--- config.mk ---
export PLATFORM = sky130hd
export DESIGN_NAME = receive_multifunction_port_mux
export DESIGN_NICKNAME = d
export VERILOG_FILES = /design/src/design/_unused_guard.v /design/src/design/rx_mux_fifo.v /design/src/design/rx_pin_cell.v /design/src/design/receive_multifunction_port_mux.v
export VERILOG_INCLUDE_DIRS = /design/src /design/src/design
export SDC_FILE = /design/constraint.sdc
export NUM_CORES = 1
export LEC_CHECK = 0
export ABC_AREA = 1
export BUFFER_PORTS_ARGS = -buffer_cell sky130_fd_sc_hd__buf_2
export CORE_UTILIZATION = 50
export DETAILED_ROUTE_END_ITERATION = 10
export HOLD_SLACK_MARGIN = 0.08
export PLACE_DENSITY = 0.73
export SYNTH_ARGS = -nofsm -noshare
export SYNTH_HDL_FRONTEND = slang
export SYNTH_HIERARCHICAL = 1
export SYNTH_SLANG_ARGS = --single-unit
--- constraint.sdc ---
create_clock -name clk_in -period 3.7 [get_ports clk_in]
set_input_delay 0 -clock clk_in [delete_from_list [all_inputs] [get_ports clk_in]]
set_output_delay 0 -clock clk_in [all_outputs]
set_load 0.03 [all_outputs]
--- src/design/rx_mux_consts.vh ---
// Constants for the receive multifunction pin multiplexer
`ifndef RX_MUX_CONSTS_VH
`define RX_MUX_CONSTS_VH

// Register byte offsets
`define OFS_PIN_CFG_A        8'h00
`define OFS_PIN_CFG_B        8'h04
`define OFS_PIN_CFG_C        8'h08
`define OFS_DIG_IF_CTRL3     8'h0C
`define OFS_OUT_DATA_PUSH    8'h10
`define OFS_PIN_STATUS       8'h14

// Field layout
`define FUNC_W               4
`define NUM_PORTS            3
`define NUM_PINS             9
`define BIT_RX_EDGE_SELECT   0
`define BIT_STAT_EMPTY       9
`define BIT_STAT_FULL        10
`define BIT_STAT_CONFLICT    11

// Pin function encodings, bit 3 marks an output function
`define FN_IN_IDLE           4'h0
`define FN_IN_DATA           4'h1
`define FN_IN_MARKER         4'h2
`define FN_OUT_DATA          4'h8
`define FN_OUT_LOW           4'h9
`define FN_OUT_HIGH          4'hA
`define FN_DIR_BIT           3

// Reset values
`define RST_FUNC             4'h0
`define RST_CTRL3            1'b0
`define RST_WORD             32'h0000_0000

// Bus responses
`define RESP_OKAY            2'b00
`define RESP_SLVERR          2'b10

// Output data buffer
`define FIFO_DEPTH           16
`define FIFO_AW              4

`endif

--- src/design/_unused_guard.v ---
`timescale 1ns/100ps

--- src/design/rx_mux_fifo.v ---
// Output data FIFO with valid and ready on both sides
`timescale 1ns/100ps
`default_nettype none
module rx_mux_fifo #(
    parameter WIDTH = 9,
    parameter DEPTH = 16,
    parameter AW    = 4
) (
    input  wire             clk_in,
    input  wire             arst_n_in,
    input  wire             in_valid_in,
    output wire             in_ready_out,
    input  wire [WIDTH-1:0] in_data_in,
    output wire             out_valid_out,
    input  wire             out_ready_in,
    output wire [WIDTH-1:0] out_data_out,
    output wire             full_out,
    output wire             empty_out
);
    localparam [AW:0] DEPTH_CNT = DEPTH;
    reg [WIDTH-1:0] mem_q [0:DEPTH-1];
    reg [AW-1:0]    wr_ptr_q;
    reg [AW-1:0]    rd_ptr_q;
    reg [AW:0]      count_q;
    wire            push;
    wire            pop;

    // Handshakes and flags
    assign full_out      = (count_q == DEPTH_CNT);
    assign empty_out     = (count_q == {(AW+1){1'b0}});
    assign in_ready_out  = !full_out;
    assign out_valid_out = !empty_out;
    assign out_data_out  = mem_q[rd_ptr_q];
    assign push          = in_valid_in && !full_out;
    assign pop           = out_ready_in && !empty_out;

    // Storage array
    always @(posedge clk_in) begin
        if (push) begin
            mem_q[wr_ptr_q] <= in_data_in;
        end
    end

    // Pointers and fill count
    always @(posedge clk_in or negedge arst_n_in) begin
        if (!arst_n_in) begin
            wr_ptr_q <= {AW{1'b0}};
            rd_ptr_q <= {AW{1'b0}};
            count_q  <= {(AW+1){1'b0}};
        end else begin
            if (push) begin
                wr_ptr_q <= wr_ptr_q + {{(AW-1){1'b0}}, 1'b1};
            end
            if (pop) begin
                rd_ptr_q <= rd_ptr_q + {{(AW-1){1'b0}}, 1'b1};
            end
            if (push && !pop) begin
                count_q <= count_q + {{AW{1'b0}}, 1'b1};
            end else if (pop && !push) begin
                count_q <= count_q - {{AW{1'b0}}, 1'b1};
            end
        end
    end
endmodule
`default_nettype wire

--- src/design/rx_pin_cell.v ---
// One receive multifunction pin: direction decode, capture and launch
`timescale 1ns/100ps
`default_nettype none
`include "rx_mux_consts.vh"
module rx_pin_cell (
    input  wire                clk_in,
    input  wire                arst_n_in,
    input  wire [`FUNC_W-1:0]  func_in,
    input  wire                edge_in,
    input  wire                pin_sync_in,
    input  wire                out_bit_in,
    output reg                 pin_out,
    output reg                 pin_oe_out,
    output reg                 capture_out
);
    wire is_output;

    // Direction follows the selected function
    assign is_output = func_in[`FN_DIR_BIT];

    // Reset leaves the pin as an input
    always @(posedge clk_in or negedge arst_n_in) begin
        if (!arst_n_in) begin
            pin_oe_out  <= 1'b0;
            pin_out     <= 1'b0;
            capture_out <= 1'b0;
        end else begin
            pin_oe_out <= is_output;
            if (edge_in) begin
                // Launch or capture on the chosen framer clock edge
                if (func_in == `FN_OUT_DATA) begin
                    pin_out <= out_bit_in;
                end else begin
                    pin_out <= (func_in == `FN_OUT_HIGH);
                end
                if (!is_output && (func_in != `FN_IN_IDLE)) begin
                    capture_out <= pin_sync_in;
                end
            end
        end
    end
endmodule
`default_nettype wire

--- src/design/receive_multifunction_port_mux.v ---
// Receive multifunction pin multiplexer for ports 5 to 7 with AXI4-Lite registers
`timescale 1ns/100ps
`default_nettype none
`include "rx_mux_consts.vh"
module receive_multifunction_port_mux (
    input  wire                  clk_in,
    input  wire                  arst_n_in,
    // AXI4-Lite slave
    input  wire [7:0]            s_axi_awaddr_in,
    input  wire                  s_axi_awvalid_in,
    output wire                  s_axi_awready_out,
    input  wire [31:0]           s_axi_wdata_in,
    input  wire [3:0]            s_axi_wstrb_in,
    input  wire                  s_axi_wvalid_in,
    output wire                  s_axi_wready_out,
    output reg  [1:0]            s_axi_bresp_out,
    output reg                   s_axi_bvalid_out,
    input  wire                  s_axi_bready_in,
    input  wire [7:0]            s_axi_araddr_in,
    input  wire                  s_axi_arvalid_in,
    output wire                  s_axi_arready_out,
    output reg  [31:0]           s_axi_rdata_out,
    output reg  [1:0]            s_axi_rresp_out,
    output reg                   s_axi_rvalid_out,
    input  wire                  s_axi_rready_in,
    // Framer receive clock, sampled as a plain input
    input  wire                  framer_rx_clock_in,
    // Pins, index = 3 * (port - 5) + letter (A=0, B=1, C=2)
    input  wire [`NUM_PINS-1:0]  rx_multi_pin_in,
    output wire [`NUM_PINS-1:0]  rx_multi_pin_out,
    output wire [`NUM_PINS-1:0]  rx_multi_pin_oe_out
);
    // Function select per pin, one field for every pin
    reg  [`FUNC_W-1:0]   rx_pin_function_select_q [0:`NUM_PINS-1];
    reg                  rx_edge_select_q;
    // Bus state
    reg                  aw_full_q;
    reg  [7:0]           awaddr_q;
    reg                  w_full_q;
    reg  [31:0]          wdata_q;
    reg  [3:0]           wstrb_q;
    // Synchronisers
    reg  [`NUM_PINS-1:0] pin_meta_q;
    reg  [`NUM_PINS-1:0] pin_sync_q;
    reg                  fclk_meta_q;
    reg                  fclk_sync_q;
    reg                  fclk_prev_q;
    // Derived
    wire                 rise_edge;
    wire                 fall_edge;
    wire                 active_edge;
    wire [`NUM_PINS-1:0] capture;
    wire [`NUM_PINS-1:0] out_is_data;
    wire                 any_out_data;
    wire                 fifo_in_ready;
    wire                 fifo_out_valid;
    wire [`NUM_PINS-1:0] fifo_out_data;
    wire                 fifo_full;
    wire                 fifo_empty;
    wire                 fifo_pop;
    wire                 wr_is_push;
    wire                 wr_commit;
    wire                 fifo_push;
    reg                  conflict;
    reg  [31:0]          rd_word;
    reg                  rd_hit;
    reg                  wr_hit;
    integer              i;
    integer              j;
    integer              k;

    // Pin and framer clock synchronisers
    always @(posedge clk_in or negedge arst_n_in) begin
        if (!arst_n_in) begin
            pin_meta_q  <= {`NUM_PINS{1'b1}};
            pin_sync_q  <= {`NUM_PINS{1'b1}};
            fclk_meta_q <= 1'b0;
            fclk_sync_q <= 1'b0;
            fclk_prev_q <= 1'b0;
        end else begin
            pin_meta_q  <= rx_multi_pin_in;
            pin_sync_q  <= pin_meta_q;
            fclk_meta_q <= framer_rx_clock_in;
            fclk_sync_q <= fclk_meta_q;
            fclk_prev_q <= fclk_sync_q;
        end
    end

    // Edge detection and edge choice
    assign rise_edge   = fclk_sync_q && !fclk_prev_q;
    assign fall_edge   = !fclk_sync_q && fclk_prev_q;
    assign active_edge = rx_edge_select_q ? rise_edge : fall_edge;

    // One cell per pin, each with its own function field
    genvar g;
    generate
        for (g = 0; g < `NUM_PINS; g = g + 1) begin : pin_gen
            assign out_is_data[g] = (rx_pin_function_select_q[g] == `FN_OUT_DATA);
            rx_pin_cell u_cell (
                .clk_in      (clk_in),
                .arst_n_in   (arst_n_in),
                .func_in     (rx_pin_function_select_q[g]),
                .edge_in     (active_edge),
                .pin_sync_in (pin_sync_q[g]),
                .out_bit_in  (fifo_out_valid & fifo_out_data[g]),
                .pin_out     (rx_multi_pin_out[g]),
                .pin_oe_out  (rx_multi_pin_oe_out[g]),
                .capture_out (capture[g])
            );
        end
    endgenerate

    // Output data drains one word per active edge while a pin uses it
    assign any_out_data = |out_is_data;
    assign fifo_pop     = active_edge && any_out_data;

    rx_mux_fifo #(
        .WIDTH (`NUM_PINS),
        .DEPTH (`FIFO_DEPTH),
        .AW    (`FIFO_AW)
    ) u_fifo (
        .clk_in        (clk_in),
        .arst_n_in     (arst_n_in),
        .in_valid_in   (fifo_push),
        .in_ready_out  (fifo_in_ready),
        .in_data_in    (wdata_q[`NUM_PINS-1:0]),
        .out_valid_out (fifo_out_valid),
        .out_ready_in  (fifo_pop),
        .out_data_out  (fifo_out_data),
        .full_out      (fifo_full),
        .empty_out     (fifo_empty)
    );

    // Flag two pins sharing one input function
    always @* begin
        conflict = 1'b0;
        for (k = 0; k < `NUM_PINS; k = k + 1) begin
            for (j = k + 1; j < `NUM_PINS; j = j + 1) begin
                if ((rx_pin_function_select_q[k] == rx_pin_function_select_q[j]) &&
                    !rx_pin_function_select_q[k][`FN_DIR_BIT] &&
                    (rx_pin_function_select_q[k] != `FN_IN_IDLE)) begin
                    conflict = 1'b1;
                end
            end
        end
    end

    // Write channel handshakes; a push waits while the buffer is full
    assign s_axi_awready_out = !aw_full_q;
    assign s_axi_wready_out  = !w_full_q;
    assign wr_is_push        = (awaddr_q == `OFS_OUT_DATA_PUSH);
    assign wr_commit         = aw_full_q && w_full_q && !s_axi_bvalid_out &&
                               (!wr_is_push || fifo_in_ready);
    assign fifo_push         = wr_commit && wr_is_push && wstrb_q[0];

    // Write address decode
    always @* begin
        case (awaddr_q)
            `OFS_PIN_CFG_A:     wr_hit = 1'b1;
            `OFS_PIN_CFG_B:     wr_hit = 1'b1;
            `OFS_PIN_CFG_C:     wr_hit = 1'b1;
            `OFS_DIG_IF_CTRL3:  wr_hit = 1'b1;
            `OFS_OUT_DATA_PUSH: wr_hit = 1'b1;
            `OFS_PIN_STATUS:    wr_hit = 1'b1;
            default:            wr_hit = 1'b0;
        endcase
    end

    // Write path and configuration registers
    always @(posedge clk_in or negedge arst_n_in) begin
        if (!arst_n_in) begin
            aw_full_q        <= 1'b0;
            awaddr_q         <= 8'h00;
            w_full_q         <= 1'b0;
            wdata_q          <= `RST_WORD;
            wstrb_q          <= 4'h0;
            s_axi_bvalid_out <= 1'b0;
            s_axi_bresp_out  <= `RESP_OKAY;
            rx_edge_select_q <= `RST_CTRL3;
            for (i = 0; i < `NUM_PINS; i = i + 1) begin
                rx_pin_function_select_q[i] <= `RST_FUNC;
            end
        end else begin
            if (s_axi_awvalid_in && !aw_full_q) begin
                aw_full_q <= 1'b1;
                awaddr_q  <= {s_axi_awaddr_in[7:2], 2'b00};
            end
            if (s_axi_wvalid_in && !w_full_q) begin
                w_full_q <= 1'b1;
                wdata_q  <= s_axi_wdata_in;
                wstrb_q  <= s_axi_wstrb_in;
            end
            if (wr_commit) begin
                aw_full_q        <= 1'b0;
                w_full_q         <= 1'b0;
                s_axi_bvalid_out <= 1'b1;
                s_axi_bresp_out  <= wr_hit ? `RESP_OKAY : `RESP_SLVERR;
                // Letter register holds one field per port
                for (i = 0; i < `NUM_PORTS; i = i + 1) begin
                    if (awaddr_q == `OFS_PIN_CFG_A && wstrb_q[i/2]) begin
                        rx_pin_function_select_q[3*i] <= wdata_q[4*i +: 4];
                    end
                    if (awaddr_q == `OFS_PIN_CFG_B && wstrb_q[i/2]) begin
                        rx_pin_function_select_q[3*i+1] <= wdata_q[4*i +: 4];
                    end
                    if (awaddr_q == `OFS_PIN_CFG_C && wstrb_q[i/2]) begin
                        rx_pin_function_select_q[3*i+2] <= wdata_q[4*i +: 4];
                    end
                end
                if (awaddr_q == `OFS_DIG_IF_CTRL3 && wstrb_q[0]) begin
                    rx_edge_select_q <= wdata_q[`BIT_RX_EDGE_SELECT];
                end
            end else if (s_axi_bvalid_out && s_axi_bready_in) begin
                s_axi_bvalid_out <= 1'b0;
            end
        end
    end

    // Read data mux
    always @* begin
        rd_word = `RST_WORD;
        rd_hit  = 1'b1;
        case ({s_axi_araddr_in[7:2], 2'b00})
            `OFS_PIN_CFG_A: begin
                rd_word[11:0] = {rx_pin_function_select_q[6], rx_pin_function_select_q[3],
                                 rx_pin_function_select_q[0]};
            end
            `OFS_PIN_CFG_B: begin
                rd_word[11:0] = {rx_pin_function_select_q[7], rx_pin_function_select_q[4],
                                 rx_pin_function_select_q[1]};
            end
            `OFS_PIN_CFG_C: begin
                rd_word[11:0] = {rx_pin_function_select_q[8], rx_pin_function_select_q[5],
                                 rx_pin_function_select_q[2]};
            end
            `OFS_DIG_IF_CTRL3: begin
                rd_word[`BIT_RX_EDGE_SELECT] = rx_edge_select_q;
            end
            `OFS_OUT_DATA_PUSH: begin
                rd_word = `RST_WORD;
            end
            `OFS_PIN_STATUS: begin
                rd_word[`NUM_PINS-1:0]     = capture;
                rd_word[`BIT_STAT_EMPTY]    = fifo_empty;
                rd_word[`BIT_STAT_FULL]     = fifo_full;
                rd_word[`BIT_STAT_CONFLICT] = conflict;
            end
            default: begin
                rd_hit = 1'b0;
            end
        endcase
    end

    // Read channel
    assign s_axi_arready_out = !s_axi_rvalid_out;

    always @(posedge clk_in or negedge arst_n_in) begin
        if (!arst_n_in) begin
            s_axi_rvalid_out <= 1'b0;
            s_axi_rdata_out  <= `RST_WORD;
            s_axi_rresp_out  <= `RESP_OKAY;
        end else begin
            if (s_axi_arvalid_in && !s_axi_rvalid_out) begin
                s_axi_rvalid_out <= 1'b1;
                s_axi_rdata_out  <= rd_word;
                s_axi_rresp_out  <= rd_hit ? `RESP_OKAY : `RESP_SLVERR;
            end else if (s_axi_rvalid_out && s_axi_rready_in) begin
                s_axi_rvalid_out <= 1'b0;
            end
        end
    end
endmodule
`default_nettype wire

==> key figures <==
Status
  – Status: finished, final reports clean

Floorplan
  – Number of primary I/O pins: 128
  – Core ar.: 27,900 um^2
  – Row cnt: 61
  – Initial Utilization: 0.511
  – Die X: 171 um
  – Die Height: 171 um
  – Die Area: 29,200 um^2

Final layout
  – Share of layout cells above drive strength 1: 0.135
  – Diode count: 0
  – Util after Layout: 0.588
  – Most frequent cells in the layout: 605 x nand2_1, 195 x nor2_1, 158 x inv_1, 144 x edfxtp_1, 117 x dfrtp_1
  – Area Overhead vs Synth: 15.2%
  – Most common cell after layout, fill and taps aside: nand2_1
  – Non-filler cells in the finished layout: 2,253
  – Fillers: 2,460
  – Post-route cell area: 16,400 um^2
  – # nets final: 1,930

Synth
  – Seq/Total Area, Yosys: 0.543
  – Netlist cell types: 48
  – Xor and xnor area share after synthesis: 0.0141
  – Post-synthesis register bit count: 280
  – Number of synthesized flops with an enable pin: 144
  – Syn avg cell area: 8.33 um^2
  – Synth warnings: 6
  – Mapped Cells: 1,713
  – Synthesized area: 14,300 um^2
  – FFs w/ async S/R, synth: 0.486
  – Compound-cell area share of the yosys netlist: 0.0619
  – Main flop type after synthesis: edfxtp_1
  – Synth top area share: 0.303
  – Multiplexer share of the synthesized area: 0.00237
  – Largest cells by area after synthesis: edfxtp_1 30%, dfrtp_1 21%, nand2_1 16%
  – Main combinational cell family by area after synthesis: simple AND/OR/NAND/NOR gates
  – Yosys top cell by area: edfxtp_1
  – Simple-Gate Fraction of Synth Area: 0.276
  – Synth Area in Adders: 0.00930

Critical path
  – Slowest CP cell: dfrtp_1
  – WP data required: 4150 ps
  – CP max stage delay: 620 ps
  – Reg2Reg Setup Slack: 580 ps
  – R2R depth: 14
  – Crit path cell chain: inv_1, nor3_1, nor4_1, a41oi_1, nand2_1, ha_1, inv_1, ha_1, nand2_1, nand3_1, nand3_1, nand2_1, nand2_1, nand2_1
  – Worst setup path category: flip-flop to flip-flop
  – Critical R2R Launch: rx_pin_function_select_q[7]$_DFFE_PN0P_
  – Reg-to-Reg End: u_fifo/count_q[4]$_DFFE_PN0P_
  – Crit path max fanout: 9
  – Worst setup path end: u_fifo/count_q[4]$_DFFE_PN0P_
  – CP arrival: 3570 ps
  – CP endpoint kind: flip-flop
  – Top cell by count, worst path: nand2_1
  – Setup crit start: rx_pin_function_select_q[7]$_DFFE_PN0P_
  – CP startpoint kind: flip-flop

Detailed routing
  – Wl on met1: 16.7 mm
  – WL met2: 17.7 mm
  – DR pass1 iterations: 5
  – # DRC: 0
  – DRT iter0 DRCs: 1,189
  – Via Count: 11,800
  – WL final: 38.9 mm
  – Highest routed layer: met4
  – Vias per inst: 5.22
  – Avg WL per Cell: 17.3 um
  – DRT antenna net count: 0
  – Length of routed met3 wiring: 3.53 mm

STA
  – Final setup TNS: 0 ps
  – Final hold vios: 0
  – Max Clock Freq: 321 MHz
  – Worst Slack Setup Final: 581 ps
  – Relative slew margins: 0.314
  – Min Hold Slack: 91.8 ps
  – Post-Route Skew: 19.8 ps
  – Slew @ Worst Pin: 1030 ps
  – Final setup viols: 0
  – Final period utilization: 0.843
  – Min cycle time layout: 3120 ps
  – Final Max Slew Viols: 0
  – RSZ-0062 raised after global routing: no

Global route
  – GRT Resource Usage Total: 0.275
  – GRT Residual Overflow: 0
  – Vias in the first global route: 11,100
  – First-pass GRT wire length: 61.1 mm
  – Initial antenna violation count: 0
  – Pin count of the biggest net entering global routing: 114

CTS
  – H-Tree Depth: 1
  – Worst skew pair latency: 560 ps
  – CTS root buf: clkbuf_16
  – CTS buffer count: 30
  – CTS tree: done
  – Clock sinks: 280
  – Clk pin slew, worst setup/hold paths: 60 ps
  – Maximum clock path buffer count: 3
  – Post CTS Setup Buffer Count: 0
  – Post-CTS sizing: 0

Power
  – Clock network power share: 0.214
  – Maximum vdd drop: 0.587 mV
  – Pwr dens: 823 nW/um^2
  – Flop pwr share: 0.339
  – Sw Share: 0.436
  – Switching power: 5.89 mW
  – P_int: 7.63 mW
  – Comb power frac: 0.447
  – Pwr Total: 13.5 mW
  – P_leak: 7.82 nW

Place
  – Placed insts: 2,144
  – Placer Congestion: 0.975
  – DP Wirelength: 25.3 mm
  – Port Buffers: 79
  – Place WS: 656 ps
  – Placement Cell Area: 14,900 um^2

Run
  – Max-Cap Viols: 0

Hold path
  – Hold WC Path Type: input pin to flip-flop
[kinds of logic after synthesis]
kind of cell / Yosys count
simple gates: 965
buf+inv: 274
flops: 280
compound gates: 157
other cells: 1
mux: 3
xor+xnor: 23
fa+ha+maj: 10
[worst min-delay path by stage]
| stage | from | end | slack (ps) | cells after the start |
|---|---|---|---|---|
| finish | rx_multi_pin_in[2] | pin_meta_q[2]$_DFF_PN1_ | 90 | 2 |
| global route | rx_multi_pin_in[2] | pin_meta_q[2]$_DFF_PN1_ | 100 | 2 |
| CTS | rx_multi_pin_in[2] | pin_meta_q[2]$_DFF_PN1_ | 80 | 2 |
| detailed placement | rx_multi_pin_in[4] | pin_meta_q[4]$_DFF_PN1_ | 110 | 1 |
| global placement | rx_multi_pin_in[7] | pin_meta_q[7]$_DFF_PN1_ | 100 | 1 |
| floorplan | arst_n_in | aw_full_q$_DFFE_PN0P_ | -300 | 0 |
[metal layers]
metal / up-vias / global-route usage
met5: - / 0
met4: 0 / 0.0703
met3: 70 / 0.0375
met2: 528 / 0.433
met1: 5471 / 0.400
li1: 5684 / -
[timing repair]
item                                   CTS  global route
hold buffers                            53             0
endpoints found under the hold margin  132             0
setup endpoints to repair                0             0
[synthesized netlist by cell type, types with 2 or more instances]
library cell,number
o21ai_2,5
mux2_2,3
buf_6,10
buf_2,24
dfstp_2,18
a221oi_1,8
nor3_1,6
a22oi_1,5
nand2_2,7
nor2_1,195
o21ai_1,21
nand3b_1,2
dfrtp_1,118
nand3_1,103
a21oi_1,39
edfxtp_1,144
inv_1,158
inv_2,19
clkinv_1,4
inv_4,2
nand4_1,19
clkbuf_1,12
nor2_2,21
buf_4,39
o22ai_1,7
xor2_1,9
o21ai_0,64
nor4_1,2
nor3_2,2
nand2_1,605
buf_1,2
clkbuf_8,3
xnor2_1,14
ha_1,9
[final cells by class]
type                            count  area, um^2  share of cell area
Tap cell                          378         473              0.0288
Multi-Input combinational cell   1180        5260               0.320
Inverter                          183         692              0.0421
Clock inverter                     14         134             0.00815
Timing Repair Buffer              176        1260              0.0769
Sequential cell                   280        7750               0.472
Clock buffer                       42         850              0.0517
[worst max-delay path, delay by kind of cell, from the launching register on]
| kind | cells | cell delay, ps |
|---|---|---|
| buffers and inverters | 2 | 380 |
| adders and majority gates | 2 | 570 |
| DFF | 1 | 620 |
| AOI/OAI and AO/OA | 1 | 340 |
| and+or+nand+nor | 9 | 1080 |
[state kept, by name (all words and copies together), names as in the netlist, 2 cells and up]
| name | count |
|---|---|
| awaddr_q | 6 |
| pin_gen.u_cell/capture_out | 9 |
| pin_gen.u_cell/pin_oe_out | 9 |
| pin_gen.u_cell/pin_out | 9 |
| pin_meta_q | 9 |
| pin_sync_q | 9 |
| rx_pin_function_select_q | 36 |
| s_axi_rdata_out | 12 |
| u_fifo/count_q | 5 |
| u_fifo/mem_q | 144 |
| u_fifo/rd_ptr_q | 4 |
| u_fifo/wr_ptr_q | 4 |
| wdata_q | 12 |
| wstrb_q | 2 |
[power by group through the flow]
stage               combinational (mW)  sequential [mW]  clock, mW
global placement                  5.78             4.60          0
floorplan                         4.13             4.55          0
detailed placement                5.83             4.63          0
CTS                               5.95             4.57       2.94
finish                            6.05             4.58       2.89
global route                      6.73             4.64       3.07
No activity file was read; power rests on OpenSTA's default activity.
